<file path="config.mk">
export PLATFORM = sky130hd
export DESIGN_NAME = lfl_fault_supervisor
export DESIGN_NICKNAME = d
export VERILOG_FILES = /design/src/verilog/lfl_pkg.sv /design/src/verilog/lfl_reg_if.sv /design/src/verilog/lfl_fault_supervisor.sv /design/src/verilog/lfl_serial_slave.sv
export SDC_FILE = /design/constraint.sdc
export NUM_CORES = 1
export LEC_CHECK = 0
export ABC_AREA = 1
export BUFFER_PORTS_ARGS = -buffer_cell sky130_fd_sc_hd__buf_2
export CAP_MARGIN = 20
export CORE_UTILIZATION = 60
export DETAILED_ROUTE_END_ITERATION = 16
export MAX_ROUTING_LAYER = met4
export PLACE_DENSITY = 0.8
export REMOVE_ABC_BUFFERS = 1
export SLEW_MARGIN = 20
export SYNTH_ARGS = -nofsm -noshare
export SYNTH_HDL_FRONTEND = slang
export SYNTH_SLANG_ARGS = --single-unit
</file>
<file path="constraint.sdc">
create_clock -name clk -period 2.9 [get_ports clk]
set_input_delay 0.29 -clock clk [delete_from_list [all_inputs] [get_ports clk]]
set_output_delay 0.29 -clock clk [all_outputs]
set_load 0.1 [all_outputs]
</file>
<file path="src/verilog/lfl_pkg.sv">
package lfl_pkg;
    // Register indices on the serial management link.
    localparam logic [3:0] ADDR_CTRL = 4'h0;
    localparam logic [3:0] ADDR_BIAS = 4'h1;
    localparam logic [3:0] ADDR_MOD = 4'h2;
    localparam logic [3:0] ADDR_PDSET = 4'h3;
    localparam logic [3:0] ADDR_STATUS = 4'h4;
    localparam logic [3:0] ADDR_MONCFG = 4'ha;
    localparam logic [3:0] ADDR_BTHR = 4'hb;
    localparam logic [3:0] ADDR_PTHR = 4'hc;
    localparam logic [3:0] ADDR_ADCCFG = 4'hd;
    localparam logic [3:0] ADDR_RES_HI = 4'he;
    localparam logic [3:0] ADDR_RES_LO = 4'hf;
    // Field positions.
    localparam int CTRL_ON_BIT = 0;
    localparam int CTRL_FEN_BIT = 1;
    localparam int MON_DB_BIT = 0;
    localparam int MON_DP_BIT = 1;
    localparam int MON_PTRIG_BIT = 2;
    localparam int ADC_OFF_BIT = 7;
    // Reset values: fault shutdown armed, output off until software enables it.
    localparam logic [7:0] CTRL_RST = 8'h02;
    localparam logic [7:0] ZERO_RST = 8'h00;
    // Serial device address; the value is arbitrary.
    localparam logic [6:0] DEV_ADDR = 7'h48;
    // Disable negate time, a least time, rounded up to clock cycles.
    localparam int CLK_PERIOD_NS = 20;
    localparam int NEGATE_NS = 1000;
    localparam logic [7:0] NEGATE_CYC = 8'((NEGATE_NS + CLK_PERIOD_NS - 1) / CLK_PERIOD_NS);
    // Converter input select codes.
    typedef enum logic [1:0] {
        SEL_TEMP = 2'h0,
        SEL_SUPPLY = 2'h1,
        SEL_PD = 2'h2,
        SEL_BIAS = 2'h3
    } lfl_sel_t;
endpackage

</file>
<file path="src/verilog/lfl_reg_if.sv">
`timescale 1ns/1ps
interface lfl_reg_if;
    logic [3:0] addr;
    logic [7:0] wdata;
    logic wr;
    logic [7:0] rdata;
    modport serial (output addr, output wdata, output wr, input rdata);
    modport regs (input addr, input wdata, input wr, output rdata);
endinterface

</file>
<file path="src/verilog/lfl_fault_supervisor.sv">
`timescale 1ns/1ps
module lfl_fault_supervisor (
    input wire logic clk, // System clock, 50 MHz.
    input wire logic rst_n, // Asynchronous reset, active low.
    input wire logic scl_pin, // Serial clock from the microcontroller.
    input wire logic sda_in, // Serial data pin level.
    output logic sda_out, // Serial data drive value.
    output logic sda_oe, // Serial data pull-down enable.
    input wire logic bias_monitor_pin, // Bias comparator, high above reference.
    input wire logic photodiode_monitor_pin, // Photodiode comparator, high above reference.
    input wire logic shutdown_input_pin, // Disable pin, high disables.
    input wire logic [9:0] meas_bias_code, // Measured bias current.
    input wire logic [9:0] meas_pd_code, // Measured photodiode current.
    input wire logic [9:0] meas_temp_code, // Temperature sensor sample.
    input wire logic [9:0] meas_supply_code, // Supply monitor sample.
    input wire logic conv_done, // Converter sample ready, one cycle.
    output logic fault_output, // Latched fault, high on fault.
    output logic [7:0] bias_current_code, // Bias current drive.
    output logic [7:0] mod_current_code // Modulation current drive.
);
    lfl_reg_if rbus ();
    logic [7:0] ctrl_reg, bias_dac_reg, mod_dac_reg, pd_set_reg;
    logic [7:0] mon_cfg_reg, bias_thr_reg, pd_thr_reg, adc_cfg_reg;
    logic [7:0] res_hi_reg, res_lo_reg;
    logic bt_m, bt_s, pt_m, pt_s, shut_m, shut_s;
    logic bias_hit, pd_hit, pd_over, fault_any_reg, dac_drop_reg, fault_latch_reg;
    logic disabled, fen, out_on, active_c;
    logic [9:0] conv_mux;
    logic [7:0] negate_cnt_reg;

    lfl_serial_slave u_serial (
        .clk(clk),
        .rst_n(rst_n),
        .scl_pin(scl_pin),
        .sda_in(sda_in),
        .sda_out(sda_out),
        .sda_oe(sda_oe),
        .bus(rbus.serial)
    );

    // Comparator and disable pins arrive unsynchronised.
    always_ff @(posedge clk or negedge rst_n) begin
        if (!rst_n) begin
            bt_m <= 1'b0;
            bt_s <= 1'b0;
            pt_m <= 1'b0;
            pt_s <= 1'b0;
            shut_m <= 1'b1;
            shut_s <= 1'b1;
        end else begin
            bt_m <= bias_monitor_pin;
            bt_s <= bt_m;
            pt_m <= photodiode_monitor_pin;
            pt_s <= pt_m;
            shut_m <= shutdown_input_pin;
            shut_s <= shut_m;
        end
    end

    // Writable registers; the result registers ignore writes.
    always_ff @(posedge clk or negedge rst_n) begin
        if (!rst_n) begin
            ctrl_reg <= lfl_pkg::CTRL_RST;
            bias_dac_reg <= lfl_pkg::ZERO_RST;
            mod_dac_reg <= lfl_pkg::ZERO_RST;
            pd_set_reg <= lfl_pkg::ZERO_RST;
            mon_cfg_reg <= lfl_pkg::ZERO_RST;
            bias_thr_reg <= lfl_pkg::ZERO_RST;
            pd_thr_reg <= lfl_pkg::ZERO_RST;
            adc_cfg_reg <= lfl_pkg::ZERO_RST;
        end else if (rbus.wr) begin
            unique case (rbus.addr)
                lfl_pkg::ADDR_CTRL: ctrl_reg <= rbus.wdata;
                lfl_pkg::ADDR_BIAS: bias_dac_reg <= rbus.wdata;
                lfl_pkg::ADDR_MOD: mod_dac_reg <= rbus.wdata;
                lfl_pkg::ADDR_PDSET: pd_set_reg <= rbus.wdata;
                lfl_pkg::ADDR_MONCFG: mon_cfg_reg <= rbus.wdata;
                lfl_pkg::ADDR_BTHR: bias_thr_reg <= rbus.wdata;
                lfl_pkg::ADDR_PTHR: pd_thr_reg <= rbus.wdata;
                lfl_pkg::ADDR_ADCCFG: adc_cfg_reg <= rbus.wdata;
                default: ;
            endcase
        end
    end

    // Read mux; unmapped indices read as zero.
    always_comb begin
        unique case (rbus.addr)
            lfl_pkg::ADDR_CTRL: rbus.rdata = ctrl_reg;
            lfl_pkg::ADDR_BIAS: rbus.rdata = bias_dac_reg;
            lfl_pkg::ADDR_MOD: rbus.rdata = mod_dac_reg;
            lfl_pkg::ADDR_PDSET: rbus.rdata = pd_set_reg;
            lfl_pkg::ADDR_STATUS: rbus.rdata = {4'h0, dac_drop_reg, pd_hit, bias_hit, fault_latch_reg};
            lfl_pkg::ADDR_MONCFG: rbus.rdata = mon_cfg_reg;
            lfl_pkg::ADDR_BTHR: rbus.rdata = bias_thr_reg;
            lfl_pkg::ADDR_PTHR: rbus.rdata = pd_thr_reg;
            lfl_pkg::ADDR_ADCCFG: rbus.rdata = adc_cfg_reg;
            lfl_pkg::ADDR_RES_HI: rbus.rdata = res_hi_reg;
            lfl_pkg::ADDR_RES_LO: rbus.rdata = res_lo_reg;
            default: rbus.rdata = 8'h00;
        endcase
    end

    // Converter source selection.
    always_comb begin
        unique case (lfl_pkg::lfl_sel_t'(adc_cfg_reg[1:0]))
            lfl_pkg::SEL_TEMP: conv_mux = meas_temp_code;
            lfl_pkg::SEL_SUPPLY: conv_mux = meas_supply_code;
            lfl_pkg::SEL_PD: conv_mux = meas_pd_code;
            lfl_pkg::SEL_BIAS: conv_mux = meas_bias_code;
        endcase
    end

    // Both result halves load together so a high/low read pair is coherent between samples.
    always_ff @(posedge clk or negedge rst_n) begin
        if (!rst_n) begin
            res_hi_reg <= 8'h00;
            res_lo_reg <= 8'h00;
        end else if (conv_done && !adc_cfg_reg[lfl_pkg::ADC_OFF_BIT]) begin
            res_hi_reg <= conv_mux[9:2];
            res_lo_reg <= {6'h00, conv_mux[1:0]};
        end
    end

    // Fault sources; the digital path takes over from the comparator when selected.
    assign bias_hit = mon_cfg_reg[lfl_pkg::MON_DB_BIT] ? (meas_bias_code[9:2] > bias_thr_reg) : bt_s;
    assign pd_hit = mon_cfg_reg[lfl_pkg::MON_DP_BIT] ? (meas_pd_code[9:2] > pd_thr_reg)
        : (pt_s && mon_cfg_reg[lfl_pkg::MON_PTRIG_BIT]);
    // Two times the measurement against three times the set value avoids a divider.
    assign pd_over = {1'b0, meas_pd_code[9:2], 1'b0} > ({2'b00, pd_set_reg} + {1'b0, pd_set_reg, 1'b0});
    assign fen = ctrl_reg[lfl_pkg::CTRL_FEN_BIT];
    assign out_on = ctrl_reg[lfl_pkg::CTRL_ON_BIT];
    assign disabled = shut_s || !out_on;

    // A bias write that more than halves the old value is a one-shot fault event.
    always_ff @(posedge clk or negedge rst_n) begin
        if (!rst_n) begin
            dac_drop_reg <= 1'b0;
        end else begin
            dac_drop_reg <= rbus.wr && rbus.addr == lfl_pkg::ADDR_BIAS
                && {1'b0, rbus.wdata, 1'b0} < {2'b00, bias_dac_reg};
        end
    end

    // Registered fault summary.
    always_ff @(posedge clk or negedge rst_n) begin
        if (!rst_n) begin
            fault_any_reg <= 1'b0;
        end else begin
            fault_any_reg <= bias_hit || pd_hit || pd_over || dac_drop_reg;
        end
    end

    // Fault latch: cleared while disabled, set again on release if the fault persists.
    always_ff @(posedge clk or negedge rst_n) begin
        if (!rst_n) begin
            fault_latch_reg <= 1'b0;
        end else if (disabled) begin
            fault_latch_reg <= 1'b0;
        end else if (fault_any_reg && fen) begin
            fault_latch_reg <= 1'b1;
        end
    end

    // Disable negate timer, restarted on every disabled cycle.
    always_ff @(posedge clk or negedge rst_n) begin
        if (!rst_n) begin
            negate_cnt_reg <= lfl_pkg::NEGATE_CYC;
        end else if (disabled) begin
            negate_cnt_reg <= lfl_pkg::NEGATE_CYC;
        end else if (negate_cnt_reg != 8'h00) begin
            negate_cnt_reg <= negate_cnt_reg - 8'h01;
        end
    end

    // Settings survive in the DAC registers, so recovery brings them back once the negate timer reaches zero.
    assign active_c = !disabled && negate_cnt_reg == 8'h00 && !fault_latch_reg && !(fault_any_reg && fen);
    always_ff @(posedge clk or negedge rst_n) begin
        if (!rst_n) begin
            bias_current_code <= 8'h00;
            mod_current_code <= 8'h00;
        end else begin
            bias_current_code <= active_c ? bias_dac_reg : 8'h00;
            mod_current_code <= active_c ? mod_dac_reg : 8'h00;
        end
    end

    assign fault_output = fault_latch_reg;
endmodule // lfl_fault_supervisor

</file>
<file path="src/verilog/lfl_serial_slave.sv">
`timescale 1ns/1ps
module lfl_serial_slave (
    input wire logic clk, // System clock.
    input wire logic rst_n, // Asynchronous reset, active low.
    input wire logic scl_pin, // Serial clock pin.
    input wire logic sda_in, // Serial data pin level.
    output logic sda_out, // Serial data drive value.
    output logic sda_oe, // Serial data pull-down enable.
    lfl_reg_if.serial bus // Register access toward the register file.
);
    typedef enum {ST_IDLE, ST_DEV, ST_PTR, ST_WR, ST_RD} lfl_ser_st_t;
    lfl_ser_st_t state_reg;
    logic scl_m, scl_s, scl_d, sda_m, sda_s, sda_d;
    logic [3:0] bit_cnt_reg;
    logic [7:0] shift_reg, tx_reg;
    logic [3:0] addr_reg;
    logic [7:0] wdata_reg;
    logic wr_reg;
    logic start_c, stop_c, rise_c, fall_c;

    // Two-stage synchronisers plus a delay stage; the edge logic compares the second stage with the third.
    always_ff @(posedge clk or negedge rst_n) begin
        if (!rst_n) begin
            scl_m <= 1'b1;
            scl_s <= 1'b1;
            scl_d <= 1'b1;
            sda_m <= 1'b1;
            sda_s <= 1'b1;
            sda_d <= 1'b1;
        end else begin
            scl_m <= scl_pin;
            scl_s <= scl_m;
            scl_d <= scl_s;
            sda_m <= sda_in;
            sda_s <= sda_m;
            sda_d <= sda_s;
        end
    end

    // Bus conditions seen from the sampled lines.
    assign start_c = scl_s && scl_d && sda_d && !sda_s;
    assign stop_c = scl_s && scl_d && !sda_d && sda_s;
    assign rise_c = scl_s && !scl_d;
    assign fall_c = !scl_s && scl_d;

    // Byte engine: address, pointer, write bytes and read bytes with auto-increment.
    always_ff @(posedge clk or negedge rst_n) begin
        if (!rst_n) begin
            state_reg <= ST_IDLE;
            bit_cnt_reg <= 4'h0;
            shift_reg <= 8'h00;
            tx_reg <= 8'h00;
            addr_reg <= 4'h0;
            wdata_reg <= 8'h00;
            wr_reg <= 1'b0;
            sda_oe <= 1'b0;
        end else begin
            wr_reg <= 1'b0;
            if (wr_reg) begin
                addr_reg <= addr_reg + 4'h1;
            end
            if (start_c) begin
                state_reg <= ST_DEV;
                bit_cnt_reg <= 4'h0;
                sda_oe <= 1'b0;
            end else if (stop_c) begin
                state_reg <= ST_IDLE;
                sda_oe <= 1'b0;
            end else if (rise_c && state_reg != ST_IDLE) begin
                bit_cnt_reg <= (bit_cnt_reg == 4'h8) ? 4'h0 : bit_cnt_reg + 4'h1;
                if (bit_cnt_reg != 4'h8) begin
                    shift_reg <= {shift_reg[6:0], sda_s};
                end else if (state_reg == ST_RD && sda_s) begin
                    state_reg <= ST_IDLE; // Master refused the byte: read ends.
                end
            end else if (fall_c && state_reg != ST_IDLE) begin
                if (bit_cnt_reg == 4'h8) begin
                    sda_oe <= state_reg != ST_RD;
                    unique case (state_reg)
                        ST_DEV: begin
                            if (shift_reg[7:1] == lfl_pkg::DEV_ADDR) begin
                                state_reg <= shift_reg[0] ? ST_RD : ST_PTR;
                            end else begin
                                state_reg <= ST_IDLE;
                                sda_oe <= 1'b0;
                            end
                        end
                        ST_PTR: begin
                            addr_reg <= shift_reg[3:0];
                            state_reg <= ST_WR;
                        end
                        ST_WR: begin
                            wdata_reg <= shift_reg;
                            wr_reg <= 1'b1;
                        end
                        ST_RD: addr_reg <= addr_reg + 4'h1;
                        ST_IDLE: sda_oe <= 1'b0;
                    endcase
                end else if (state_reg == ST_RD) begin
                    // Read data is taken fresh at each byte so status is never stale.
                    if (bit_cnt_reg == 4'h0) begin
                        sda_oe <= !bus.rdata[7];
                        tx_reg <= {bus.rdata[6:0], 1'b0};
                    end else begin
                        sda_oe <= !tx_reg[7];
                        tx_reg <= {tx_reg[6:0], 1'b0};
                    end
                end else begin
                    sda_oe <= 1'b0;
                end
            end
        end
    end

    // The pin is open drain: it only ever pulls low.
    always_ff @(posedge clk or negedge rst_n) begin
        if (!rst_n) begin
            sda_out <= 1'b0;
        end else begin
            sda_out <= 1'b0;
        end
    end

    assign bus.addr = addr_reg;
    assign bus.wdata = wdata_reg;
    assign bus.wr = wr_reg;
endmodule // lfl_serial_slave

</file>
-- Yosys cells after proc, flatten, opt, wreduce, memory -nomap -nowiden
Cells that the tools add are included.
- register bits after elaboration: 179
- logic and storage cells: 182
- $add $sub $neg: 4
- order comparisons: 4
- eq/ne operators: 26
- mux-type cells: 47
- bitwise logic cells: 4
- reductions and logical operators: 61
- operators with widths (cell ; count):
    32-bit two-way mux ; 8
    8-bit case mux with 11 select lines ; 1
    32-bit by 2-bit == test with 1-bit output (second input constant) ; 2
    32-bit case mux with 2 select lines ; 1
    4-bit two-way mux ; 10
    8-bit two-way mux ; 5
    10-bit case mux with 4 select lines ; 1
    32-bit by 1-bit == test with 1-bit output (second input constant) ; 1
    32-bit by 3-bit == test with 1-bit output (second input constant) ; 1
    32-bit by 4-bit == test with 1-bit output (second input constant) ; 1
    32-bit zero test ; 1
    32-bit by 4-bit inequality test with 1-bit output (second input constant) ; 1
    32-bit nonzero test ; 1
    4-bit == test (second input constant) ; 7
    2-bit AND reduction ; 10
    1-bit logical AND ; 18
    1-bit two-way mux ; 18
    8-bit > comparator ; 2
    6-bit AND reduction ; 2
    1-bit zero test ; 11
    8-bit by 9-bit adder with 10-bit output ; 1
    9-bit by 10-bit > comparator with 1-bit output ; 1
    9-bit by 8-bit less-than comparator with 1-bit output ; 1
    4-bit by 1-bit adder with 4-bit output (second input constant) ; 2
    other kinds (26) ; 39

-- Longest topological paths before layout
- word-level depth: 11
- depth in mapped cells: 15
- gate-level depth less buffers: 15

-- Hierarchy
A second synthesis with hierarchy kept.
- cell total of the unflattened synthesis: 952
- area, all modules: 8055.2 um^2
- by module, submodules not included (module ; times used ; cells an instance ; area an instance (um^2)):
    lfl_fault_supervisor ; 1 ; 693 ; 5820.6
    lfl_serial_slave ; 1 ; 259 ; 2234.6

-- Least setup slack after synthesis
No wires, ideal clock.
- path kind: flip-flop to flip-flop
- start point: reg pd_set_reg[0]
- end point: reg fault_any_reg
- library setup time: 0.121 ns
- data arrival time: 2.485 ns
- slack: 0.294 ns
- cell stages (with the launch flop): 16
- buffers on the path: 0
- period minus slack after synthesis: 2.606 ns
- cell sequence: dfrtp_1 ha_1 inv_1 fa_1 o21ai_0 a21oi_1 o21ai_0 xor2_1 ha_1 nand2_1 nor3b_1 nand2_1 o21ai_0 a21oi_1 nand2_1 nand2_1
- cells in the longest elaborated chain, start to end: 4
- RTL lines (element ; RTL line ; source):
    from (decl) ; lfl_fault_supervisor.sv:22 ; logic [7:0] ctrl_reg, bias_dac_reg, mod_dac_reg, pd_set_reg;
    from (signal assigned) ; lfl_fault_supervisor.sv:66 ; pd_set_reg <= lfl_pkg::ZERO_RST;
    from (signal assigned) ; lfl_fault_supervisor.sv:76 ; lfl_pkg::ADDR_PDSET: pd_set_reg <= rbus.wdata;
    8-bit by 9-bit adder with 10-bit output ; lfl_fault_supervisor.sv:130 ; assign pd_over = {1'b0, meas_pd_code[9:2], 1'b0} > ({2'b00, pd_set_reg} + {1'b0, pd_set_reg, 1'b0});
    9-bit by 10-bit > comparator with 1-bit output ; lfl_fault_supervisor.sv:130 ;
    1-bit logical OR (2 in a row) ; lfl_fault_supervisor.sv:150 ; fault_any_reg <= bias_hit || pd_hit || pd_over || dac_drop_reg;
    to (signal assigned) ; lfl_fault_supervisor.sv:150 ;
    to (decl) ; lfl_fault_supervisor.sv:26 ; logic bias_hit, pd_hit, pd_over, fault_any_reg, dac_drop_reg, fault_latch_reg;
No other way between the ends.
A chain may end at the register's enable or synchronous reset.

-- Worst setup path in the final report
- start point: reg pd_set_reg[1]
- end point: reg fault_any_reg
Same word-level chain as after synthesis.

==> impl_metrics.ini <==
[place]
place_area_mm2 = 0.008224
dp_hpwl_um = 13530
portBuffers = 65
gp_congestion = 0.9247

[status]
status = complete, no violations

[sta]
fin_worst_skew_ns = 0.01066
timing.slew.headroom_pct = 56.61
worstMarginPinSlew_ns = 0.6484
max_freq_mhz = 374.7
setup_viol = 0
timing.final.crit_share_pct = 92.02
slew_violations = 0
hold_violations = 0
rsz0062_at_grt = no
fin_crit_ns = 2.668

[synthesis]
synthArstFlopShare_pct = 100.0
syn_area_mm2 = 0.007706
yosysMostFrequentCell = nand2_1
synth_top_cells_by_count = 256 x nand2_1, 137 x dfrtp_1, 113 x o21ai_0
synth_area_leaders = dfrtp_1 44%, nand2_1 12%, o21ai_0 7.3%, ha_1 7.3%, inv_1 5.3%
syn_inst = 943
avgSynthCellArea_um2 = 8.172
synth-edff-count = 0
yosys_warnings = 0
yosysTopAreaCell = dfrtp_1
synth_ff_type = dfrtp_1
ys_seq_elements = 149
ys_seq_area_share_pct = 48.58
synth.distinct_cells = 45
yosysTopAreaCellShare_pct = 44.49

[cts]
clkSinkCount = 149
clk_pin_slew_ns = 0.06
cts_buffers = 17
clock_path_buffers = 2
cts_tree = yes
htree_num_levels = 4
clk_latency_ns = 0.43
cts-root-buf = clkbuf_16

[cells_and_area]
fin_nets = 1116
areaGrowthSynthToFinish_pct = 15.16
utilization_pct = 70.61
diodes = 0
fill_cells = 974
drive_above_1_share_pct = 13.14
postLayoutCellArea_mm2 = 0.008875

[die]
core_area_mm2 = 0.01257
die_w_um = 115.3
rows = 41
initial_core_util_pct = 61.31
die-area_mm2 = 0.01330
pin_count = 67
dieHeight_um = 115.3

[route]
ant_nets = 0
drc = 0
drt-vias-per-instance = 5.475
first_pass_iters = 5
drtIter0Drc = 581
routedWlPerCell_um = 15.81
vias = 6608
wl_um = 19090

[global_routing]
grt-ovfl-total = 0
track_usage_pct = 31.89
grt_pass1_vias = 6171
grt_max_degree = 62
grt_pass1_wl_um = 30670
antenna_found_initial = 0

[setup_path]
cp.required_ns = 3.21
cp.arrival_ns = 2.98
worstSetupPathType = register to register
regToRegSetupSlack_ns = 0.23
start_kind = register
critPathCaptureType = register
crit_path_max_fanout = 4

[power]
p_leak_nw = 4.147
p_per_area_mw_per_mm2 = 503.4
ir_drop_mv = 0.3846
p_total_w = 0.004468

[job]
max_cap_violations = 0

[worst_hold_path]
holdCritPathClass = primary input to register
## through the flow
stage | setup TNS, ns | hold WS (ns) | cells | setup slack [ns]
detailed placement | -0.02692 | 0.3056 | 1169 | -0.02692
CTS | 0 | 0.1143 | 1207 | 0.06567
global placement | 0 | 0.2932 | 1169 | 0.1260
finish | 0 | 0.1294 | 1207 | 0.2315
global route | 0 | 0.1481 | 1207 | 0.02310
floorplan | 0 | -0.005591 | 928 | 0.2938
## path summary, 6_finish.rpt
check,start,depth (start not counted),endpoint
min in group asynchronous,rst_n,2,res_hi_reg[2]
worst min-delay path,meas_temp_code[0],3,res_lo_reg[0]
max in group asynchronous,rst_n,3,negate_cnt_reg[5]
worst min register to register,bt_m,0,bt_s
worst max-delay path,pd_set_reg[1],15,fault_any_reg
worst max register to register,pd_set_reg[1],15,fault_any_reg
## power by group
| part | switching, W | internal, W |
|---|---|---|
| logic | 0.000112 | 0.0000659 |
| registers | 0.0000161 | 0.00211 |
| clock network | 0.000851 | 0.00132 |
| total | 0.000979 | 0.00349 |
## layout make-up
type                            instances  area, um^2  share of cell area, %
Inverter                              120       450.4                  5.075
Timing Repair Buffer                   75       434.2                  4.892
Tap cell                              172       215.2                  2.425
Multi-Input combinational cell        659        3448                  38.86
Clock inverter                         11       122.6                  1.382
Sequential cell                       149        3744                  42.18
Clock buffer                           21       460.4                  5.188
## metal layers
metal	wire [um]	up-vias	GRT usage (%)
li1	-	3239	-
met1	8367	3051	40.82
met2	8765	275	49.02
met3	1234	43	5.640
met4	720	0	15.67
met5	0	-	-
## logic make-up after synthesis
logic type,after synthesis,synth area share (%)
AO/OA/AOI/OAI,206,14.39
XOR/XNOR,12,1.364
adder cells (fa/ha/maj),46,7.566
buffers and inverters,135,6.771
flip-flops,149,48.58
other,1,0.04866
AND/OR/NAND/NOR,394,21.29
## repair_timing
item	in CTS	in global routing
setup buffers	0	0
setup endpoints to repair	1	1
endpoints found under the hold margin	60	0
hold buffers	6	0
gates resized for setup	1	3
## placed cells by master, fill, tap and decap left out, drive strengths merged, types with 2 or more instances in the layout
| cell type | n |
|---|---|
| a41oi | 7 |
| bufinv | 2 |
| o22ai | 11 |
| nand3 | 27 |
| a21oi | 49 |
| a31oi | 4 |
| inv | 122 |
| a22oi | 3 |
| dfstp | 12 |
| ha | 45 |
| nor3 | 12 |
| nand4 | 7 |
| clkinv | 6 |
| a21o | 3 |
| xor2 | 8 |
| clkbuf | 21 |
| o21ai | 123 |
| buf | 69 |
| nand2 | 259 |
| dfrtp | 137 |
| dlygate4sd3 | 6 |
| xnor2 | 4 |
| nor2 | 86 |
## critical path: stages, from the launching register on
cell     delay, ns
dfrtp_1       0.39
ha_1          0.19
inv_1         0.05
fa_1          0.42
o21ai_2       0.21
a21oi_1       0.11
o21ai_2       0.15
xor2_1        0.10
ha_1          0.30
nand2_1       0.07
nor3b_1       0.19
nand2_1       0.07
o21ai_0       0.14
a21oi_1       0.06
nand2_1       0.06
nand2_1       0.04
Note: power is estimated with default switching activity, not from simulation.
